## src/verilog/ufs_pkg.sv

```systemverilog
package ufs_pkg;

	// ----------------------------------------
	// Register byte addresses
	// ----------------------------------------
	localparam logic [31:0] UFS_A_MODE    = 32'h5000_1170; // Queue test access mode
	localparam logic [31:0] UFS_A_FLAGS   = 32'h5000_117C; // Status flags
	localparam logic [31:0] UFS_A_TXLVL   = 32'h5000_1180; // Transmit level
	localparam logic [31:0] UFS_A_RXLVL   = 32'h5000_1184; // Receive level
	localparam logic [31:0] UFS_A_FLUSH   = 32'h5000_1188; // Self-clearing flush bits
	localparam logic [31:0] UFS_A_IRQ_ST  = 32'h5000_11A0; // Sticky event status
	localparam logic [31:0] UFS_A_IRQ_MSK = 32'h5000_11A4; // Event mask

	// ----------------------------------------
	// Field positions and reset values
	// ----------------------------------------
	localparam int UFS_B_RFF   = 4; // Receive queue full
	localparam int UFS_B_RFNE  = 3; // Receive queue not empty
	localparam int UFS_B_TFE   = 2; // Transmit queue empty
	localparam int UFS_B_TFNF  = 1; // Transmit queue has space
	localparam int UFS_B_BUSY  = 0; // Serial activity
	localparam int UFS_B_FL_TX = 2; // Transmit flush bit
	localparam int UFS_B_FL_RX = 1; // Receive flush bit
	localparam int UFS_B_MODE  = 0; // Test access mode bit
	localparam int UFS_I_RXFULL  = 0; // Event: receive queue became full
	localparam int UFS_I_TXEMPTY = 1; // Event: transmit queue became empty
	localparam int UFS_I_IDLE    = 2; // Event: busy fell
	localparam int UFS_NIRQ      = 3; // Number of events
	localparam logic [15:0] UFS_FLAGS_RST = 16'h0006; // Flags after reset
	localparam logic [15:0] UFS_LVL_RST   = 16'h0000; // Levels after reset

	// ----------------------------------------
	// Types
	// ----------------------------------------
	typedef enum logic [1:0] {
		UFS_IDLE = 2'b01,
		UFS_ACK  = 2'b10
	} ufs_bus_e;

	// Avalon-MM request from the master
	typedef struct packed {
		logic [31:0] address;
		logic        read;
		logic        write;
		logic [31:0] writedata;
	} ufs_avm_req_s;

	// Queue activity reported by the datapath
	typedef struct packed {
		logic tx_push;      // Entry written to transmit queue
		logic tx_pop;       // Entry taken by transmitter
		logic rx_push;      // Entry written by receiver
		logic rx_pop;       // Entry read by software
		logic tx_shifting;  // Character on the line
		logic rx_receiving; // Start bit accepted at mid-bit
	} ufs_fifo_ev_s;

	// Whole state of the block
	typedef struct packed {
		ufs_bus_e              st;
		logic                  waitreq;
		logic [31:0]           rdata;
		logic [15:0]           tx_cnt;
		logic [15:0]           rx_cnt;
		logic                  mode;
		logic [7:0]            dly;
		logic                  busy;
		logic [UFS_NIRQ-1:0]   irq_st;
		logic [UFS_NIRQ-1:0]   irq_msk;
		logic                  irq;
		logic                  rst_tx;
		logic                  rst_rx;
	} ufs_state_s;

endpackage : ufs_pkg

```

## src/verilog/ufs_status.sv

```systemverilog
// Design decision made here: the Avalon-MM slave port.
`timescale 1ns/1ps

// Functional notes
// - Receive full flag bit4 while all occupied
// - Receive not-empty flag bit3 when entries held
// - Transmit empty flag bit2, one after reset
// - Transmit has-space flag bit1, one after reset
// - Busy flag bit0 during serial transfer
// - Busy may miss start bit before mid-bit
// - BUSY_DLY+1 cycles of the block clock delay busy assertion
// - Transmit level count in bits 15:0
// - Receive level count in bits 15:0
// - Test mode change empties both queues
// - Transmit flush bit empties transmit queue
module ufs_status #(
	parameter int DEPTH    = 16, // Queue depth
	parameter int BUSY_DLY = 0   // Clock cycles of busy delay, 0 for one clock
) (
	// Clock and reset
	input  logic                  clk,
	input  logic                  srst,
	// Avalon-MM slave
	input  ufs_pkg::ufs_avm_req_s avm_req,
	output logic [31:0]           avm_readdata,
	output logic                  avm_waitrequest,
	// Queue activity
	input  ufs_pkg::ufs_fifo_ev_s fifo_ev,
	// Queue control
	output logic                  tx_fifo_reset,
	output logic                  rx_fifo_reset,
	output logic                  queue_test_access_mode,
	// Interrupt
	output logic                  irq
);

	// ----------------------------------------
	// Helpers
	// ----------------------------------------

	// Depth at field width
	localparam logic [15:0] DEPTH_W = 16'(DEPTH);
	// Busy delay at counter width
	localparam logic [7:0]  DLY_W   = 8'(BUSY_DLY);

	// Next level of one queue
	function automatic logic [15:0] ufs_count(
		input logic [15:0] c,
		input logic        push,
		input logic        pop,
		input logic        clr
	);
		logic up;
		logic dn;
		up = push && (c != DEPTH_W);
		dn = pop && (c != 16'h0000);
		if (clr)
			return 16'h0000;
		else if (up && !dn)
			return 16'(c + 16'h0001);
		else if (dn && !up)
			return 16'(c - 16'h0001);
		else
			return c;
	endfunction : ufs_count

	// Status flag word from levels and busy
	function automatic logic [15:0] ufs_flags(
		input logic [15:0] tx,
		input logic [15:0] rx,
		input logic        bsy
	);
		logic [15:0] f;
		f                   = 16'h0000;           // Reserved bits read zero
		f[ufs_pkg::UFS_B_RFF]  = (rx == DEPTH_W);
		f[ufs_pkg::UFS_B_RFNE] = (rx != 16'h0000);
		f[ufs_pkg::UFS_B_TFE]  = (tx == 16'h0000);
		f[ufs_pkg::UFS_B_TFNF] = (tx != DEPTH_W);
		f[ufs_pkg::UFS_B_BUSY] = bsy;
		return f;
	endfunction : ufs_flags

	// ----------------------------------------
	// State
	// ----------------------------------------
	ufs_pkg::ufs_state_s q;                // Registered state
	ufs_pkg::ufs_state_s d;                // Next state
	logic                req;              // Request present
	logic                wr_acc;           // Write taken this edge
	logic [15:0]         flags_q;          // Flags from present state
	logic                busy_raw;         // Undelayed activity

	assign req     = avm_req.read || avm_req.write;
	assign wr_acc  = (q.st == ufs_pkg::UFS_ACK) && avm_req.write;
	assign flags_q = ufs_flags(q.tx_cnt, q.rx_cnt, q.busy);

	// ----------------------------------------
	// Next-state logic
	// ----------------------------------------

	// Bus slave, queue levels, busy and events
	always_comb
	begin
		logic                         mode_chg;
		logic                         clr_tx;
		logic                         clr_rx;
		logic [ufs_pkg::UFS_NIRQ-1:0] wclr;
		logic [ufs_pkg::UFS_NIRQ-1:0] ev;
		logic [15:0]                  f_new;
		mode_chg = 1'b0;
		clr_tx   = 1'b0;
		clr_rx   = 1'b0;
		wclr     = '0;
		ev       = '0;
		f_new    = 16'h0000;
		d        = q;
		d.waitreq = 1'b1;
		d.rst_tx  = 1'b0;
		d.rst_rx  = 1'b0;

		// Bus handshake: one wait cycle, then answer
		case (q.st)
			ufs_pkg::UFS_IDLE:
			begin
				// Take a new request and prepare the answer
				if (req)
				begin
					d.st      = ufs_pkg::UFS_ACK;
					d.waitreq = 1'b0;
					if (avm_req.read)
					begin
						case (avm_req.address)
							ufs_pkg::UFS_A_MODE:    d.rdata = {31'h0000_0000, q.mode};
							ufs_pkg::UFS_A_FLAGS:   d.rdata = {16'h0000, flags_q};
							ufs_pkg::UFS_A_TXLVL:   d.rdata = {16'h0000, q.tx_cnt};
							ufs_pkg::UFS_A_RXLVL:   d.rdata = {16'h0000, q.rx_cnt};
							ufs_pkg::UFS_A_IRQ_ST:  d.rdata = {29'h0000_0000, q.irq_st};
							ufs_pkg::UFS_A_IRQ_MSK: d.rdata = {29'h0000_0000, q.irq_msk};
							default:                d.rdata = 32'h0000_0000;
						endcase
					end
				end
			end
			ufs_pkg::UFS_ACK:
			begin
				// Write takes effect at the edge that sees waitrequest low
				d.st = ufs_pkg::UFS_IDLE;
				if (wr_acc)
				begin
					case (avm_req.address)
						ufs_pkg::UFS_A_MODE:
						begin
							d.mode   = avm_req.writedata[ufs_pkg::UFS_B_MODE];
							mode_chg = d.mode != q.mode;
						end
						ufs_pkg::UFS_A_FLUSH:
						begin
							clr_tx = avm_req.writedata[ufs_pkg::UFS_B_FL_TX];
							clr_rx = avm_req.writedata[ufs_pkg::UFS_B_FL_RX];
						end
						ufs_pkg::UFS_A_IRQ_ST:  wclr      = avm_req.writedata[ufs_pkg::UFS_NIRQ-1:0];
						ufs_pkg::UFS_A_IRQ_MSK: d.irq_msk = avm_req.writedata[ufs_pkg::UFS_NIRQ-1:0];
						// Flags, levels and unmapped words take no write
						default: ;
					endcase
				end
			end
			default:
			begin
				d.st = ufs_pkg::UFS_IDLE;
			end
		endcase

		// A mode change empties both queues
		clr_tx = clr_tx || mode_chg;
		clr_rx = clr_rx || mode_chg;
		d.rst_tx = clr_tx;
		d.rst_rx = clr_rx;

		// Queue levels follow pushes and pops
		d.tx_cnt = ufs_count(q.tx_cnt, fifo_ev.tx_push, fifo_ev.tx_pop, clr_tx);
		d.rx_cnt = ufs_count(q.rx_cnt, fifo_ev.rx_push, fifo_ev.rx_pop, clr_rx);

		// Busy waits for BUSY_DLY+1 cycles of steady activity
		if (!busy_raw)
		begin
			d.dly  = 8'h00;
			d.busy = 1'b0;
		end
		else if (q.dly >= DLY_W)
		begin
			d.busy = 1'b1;
		end
		else
		begin
			d.dly = 8'(q.dly + 8'h01);
		end

		// Events from flag edges; a set beats a clear in the same cycle
		f_new = ufs_flags(d.tx_cnt, d.rx_cnt, d.busy);
		ev[ufs_pkg::UFS_I_RXFULL]  = f_new[ufs_pkg::UFS_B_RFF] && !flags_q[ufs_pkg::UFS_B_RFF];
		ev[ufs_pkg::UFS_I_TXEMPTY] = f_new[ufs_pkg::UFS_B_TFE] && !flags_q[ufs_pkg::UFS_B_TFE];
		ev[ufs_pkg::UFS_I_IDLE]    = q.busy && !d.busy;
		d.irq_st = (q.irq_st & ~wclr) | ev;
		d.irq    = |(d.irq_st & d.irq_msk);
	end

	// Activity: data held or a character on the line
	assign busy_raw = (q.tx_cnt != 16'h0000) || (q.rx_cnt != 16'h0000)
		|| fifo_ev.tx_shifting || fifo_ev.rx_receiving;

	// ----------------------------------------
	// State register
	// ----------------------------------------

	// Synchronous reset to documented values
	always_ff @(posedge clk)
	begin
		if (srst)
		begin
			q         <= '0;
			q.st      <= ufs_pkg::UFS_IDLE;
			q.waitreq <= 1'b1;
		end
		else
		begin
			q <= d;
		end
	end

	// ----------------------------------------
	// Outputs
	// ----------------------------------------
	assign avm_readdata           = q.rdata;
	assign avm_waitrequest        = q.waitreq;
	assign tx_fifo_reset          = q.rst_tx;
	assign rx_fifo_reset          = q.rst_rx;
	assign queue_test_access_mode = q.mode;
	assign irq                    = q.irq;
endmodule : ufs_status

```

## config.mk

```make
export PLATFORM = sky130hd
export DESIGN_NAME = ufs_status
export DESIGN_NICKNAME = d
export VERILOG_FILES = /design/src/verilog/ufs_pkg.sv /design/src/verilog/ufs_status.sv
export SDC_FILE = /design/constraint.sdc
export NUM_CORES = 1
export LEC_CHECK = 0
export ABC_AREA = 1
export BUFFER_PORTS_ARGS = -buffer_cell sky130_fd_sc_hd__buf_2
export CORE_MARGIN = 4
export CORE_UTILIZATION = 51
export CTS_BUF_LIST = sky130_fd_sc_hd__clkbuf_4 sky130_fd_sc_hd__clkbuf_8 sky130_fd_sc_hd__clkbuf_16
export CTS_CLUSTER_DIAMETER = 50
export CTS_CLUSTER_SIZE = 40
export DETAILED_ROUTE_END_ITERATION = 7
export PLACE_DENSITY = 0.78
export SLEW_MARGIN = 20
export SYNTH_ARGS = -nofsm -noshare
export SYNTH_HDL_FRONTEND = slang
export SYNTH_SLANG_ARGS = --single-unit
```

## constraint.sdc

```tcl
create_clock -name clk -period 2.2 [get_ports clk]
set_input_delay 0.33 -clock clk [delete_from_list [all_inputs] [get_ports clk]]
set_output_delay 0.33 -clock clk [all_outputs]
set_load 0.01 [all_outputs]
```

==> out/results.ini <==
[detailed_routing]
firstDrtPassIters=6
routedWlPerCell_um=14.7
wirelength_um=18200
drtAntennaViolNets=0
drt_iter0_drc=702
remaining_drc_errors=0
vias=6621
viasPerCell=5.35

[worst_setup_path]
cp_max_fo=5
cp-end-kind=flop
crit_arrival_ns=2.52
r2r_slack_ns=-0.09
endpoint=irq$_SDFF_PP0_
worst_r2r_endpoint=irq$_SDFF_PP0_
r2r_start=q[47]$_SDFF_PP0_
startpoint=q[47]$_SDFF_PP0_
startpoint_type=flop
rr_worst_depth=18
path_class=reg -> reg
cp.required_ns=2.44

[floorplan]
rows=37
dieArea_mm2=0.0124
start_util_pct=52.5
pin_count=111
core_mm2=0.0104
die_w_um=111
die_h_um=111

[logic_synthesis]
yosys.area.top_type=dfxtp_1
postSynthCellCount=907
synth_edf_count=0
async_flop_share_pct=0
netlist_area_mm2=0.00545
ys_ff_latch=62
yosys-top-cells-area=dfxtp_1 23%, nand2_1 18%, nor2_1 9.6%
synth-main-ff-cell=dfxtp_1
seq_area_frac_synth_pct=22.8
synth.distinct_cells=41
synth_common_cells=267 x nand2_1, 140 x nor2_1, 94 x nand3_1
yosysTopAreaCellShare_pct=22.8
syn_area_per_cell_um2=6.00
yosys_warnings=0
yosysMostFrequentCell=nand2_1

[grt]
grt_max_degree=26
overflow=0
antenna_found_initial=0
grt_pass1_wl_um=28100
grt_pass1_vias=6057
grtUsageTotal_pct=27.1

[clocking]
clk_pin_slew_ns=0.07
clk_latency_ns=0.36
cts_tree=yes
clock_path_buffers=2
cts-buffers-inserted=9
cts_sinks=62
cts_root_buffer=clkbuf_8
cts_htree_levels=3

[sta]
rsz0062_at_grt=true
slew_violations=0
fmax_mhz=437
finalCritPeriodShare_pct=104
setup_viol=1
clock_skew_ns=0.0168
setup_ws_ns=-0.0884
finalHoldViolations=0
period_minus_slack_ns=2.29

[min_path]
hold_path_class=in -> reg

[final_layout]
multi_input_area_mm2=0.00372
antenna_cells=0
syn_to_final_growth_pct=35.9
final_util_pct=71.4
nets=1175
drive_above_1_share_pct=33.2
register_area_mm2=0.00127
fillCellCount=823

[run_status]
violations=negative setup slack
outcome=complete, but fails checks

[placement]
place_ws_ns=-0.120
place.gp.congestion=0.998
post-dp-hpwl_um=12700
port_buffers=65

[power]
power_density_mw_per_mm2=624
power_leakage_nw=3.72
vdd_drop_max_mv=0.324

[flow_run]
drv_cap=0

==> cell families after synthesis <==
logic type      count (synthesis)  share of synthesized area (%)
fa+ha+maj                       4                          0.919
compound gates                 75                           7.88
simple gates                  577                           48.2
other cells                     1                         0.0689
xor+xnor                       32                           5.15
buf+inv                       156                           15.0
flops                          62                           22.8
==> critical path, cell delays in order (launching register included) <==
cell	delay, ns
dfxtp_2	0.34
nor2_1	0.15
nand2_2	0.14
nor2_8	0.19
nand2_4	0.07
nand2_4	0.07
nand3_4	0.13
buf_12	0.18
buf_16	0.14
nand2_2	0.07
nand3_2	0.07
nand2_1	0.10
nor2_1	0.05
nand2_1	0.09
nor2_1	0.05
nand2_1	0.09
nand2_1	0.09
nand2_2	0.09
nand3_2	0.06
==> state kept, by name (all words and copies together), names as in the netlist <==
| signal | cells |
|---|---|
| flags_q | 1 |
| q | 40 |
| irq | 1 |
| tx_fifo_reset | 1 |
| avm_readdata | 16 |
| avm_waitrequest | 1 |
| queue_test_access_mode | 1 |
| rx_fifo_reset | 1 |
==> where the power goes <==
| part | internal, W | switching (W) | total, W |
|---|---|---|---|
| Sequential | 0.00121 | 0.0000975 | 0.00131 |
| Clock | 0.000691 | 0.000495 | 0.00119 |
| Combinational | 0.000953 | 0.00117 | 0.00212 |
| Total | 0.00285 | 0.00176 | 0.00462 |
==> placed cells by master, fill, tap and decap left out, types with 2 or more instances in the layout <==
| master | count |
|---|---|
| nand4_1 | 13 |
| nor2_8 | 2 |
| ha_1 | 2 |
| nor2_1 | 127 |
| a21oi_1 | 23 |
| dfxtp_2 | 20 |
| buf_12 | 5 |
| buf_2 | 65 |
| nand2_2 | 19 |
| nor2_2 | 13 |
| inv_1 | 85 |
| nand3_2 | 19 |
| nand2_8 | 4 |
| o31ai_1 | 2 |
| clkinv_2 | 2 |
| or2_2 | 2 |
| dfxtp_1 | 42 |
| nand2_4 | 11 |
| inv_2 | 6 |
| ha_4 | 2 |
| nand3b_1 | 2 |
| nor3_1 | 16 |
| bufinv_16 | 2 |
| nand3_1 | 77 |
| o21ai_1 | 4 |
| xor2_1 | 29 |
| inv_8 | 2 |
| nor2_4 | 16 |
| conb_1 | 16 |
| o22ai_1 | 19 |
| buf_16 | 2 |
| nand2_1 | 253 |
| clkbuf_8 | 11 |
| a21oi_2 | 4 |
| o21ai_0 | 18 |
| buf_4 | 150 |
| xnor2_1 | 3 |
==> routing by layer <==
metal  global-route usage [%]  part of all wire, %  routed length, um  up-vias
li1                         -                    -                  -     3204
met1                     34.4                   40               7210     2977
met2                     46.8                   48               8780      359
met3                     3.26                  8.1               1470       81
met4                     10.8                  4.0                721        0
met5                        0                    0                  0        -
==> metrics by stage <==
step,power [W],setup TNS (ns),instances,hold slack (ns),area [um2]
finish,0.00462,-0.0884,1237,0.200,7400
global route,0.00484,-0.457,1237,0.202,7400
CTS,0.00435,0,1217,0.176,7070
detailed placement,0.00303,-0.199,1187,0.453,6510
global placement,0.00299,-0.0801,1187,0.450,6510
floorplan,0.00238,0,922,0.411,5500
==> area by class of cell <==
class,count,share of cell area (%)
clock inverter,4,0.947
inverter,95,5.09
clock buffer,11,2.05
tap,136,2.30
timing repair buffer,224,22.2
multi-input combinational,705,50.3
sequential,62,17.1
==> worst min path at each step <==
stage / startpoint / to / cells after the start
floorplan: srst / q[8]$_SDFF_PP0_ / 1
global placement: avm_readdata[8]$_SDFFE_PP0P_ / avm_readdata[8]$_SDFFE_PP0P_ / 2
detailed placement: avm_readdata[13]$_SDFFE_PP0P_ / avm_readdata[13]$_SDFFE_PP0P_ / 2
CTS: avm_req[33] / q[84]$_SDFFE_PP1N_ / 2
global route: avm_req[33] / q[84]$_SDFFE_PP1N_ / 2
finish: avm_req[33] / q[84]$_SDFFE_PP1N_ / 2
==> repair_timing <==
item | 4_1_cts | 5_1_grt
gates resized for setup | 56 | 45
buffers inserted | 13 | 18
pin swaps | 26 | 32
setup endpoints to repair | 2 | 3
gates cloned | 2 | 2
hold buffers | 0 | 0
Note: power is estimated with default switching activity, not from simulation.
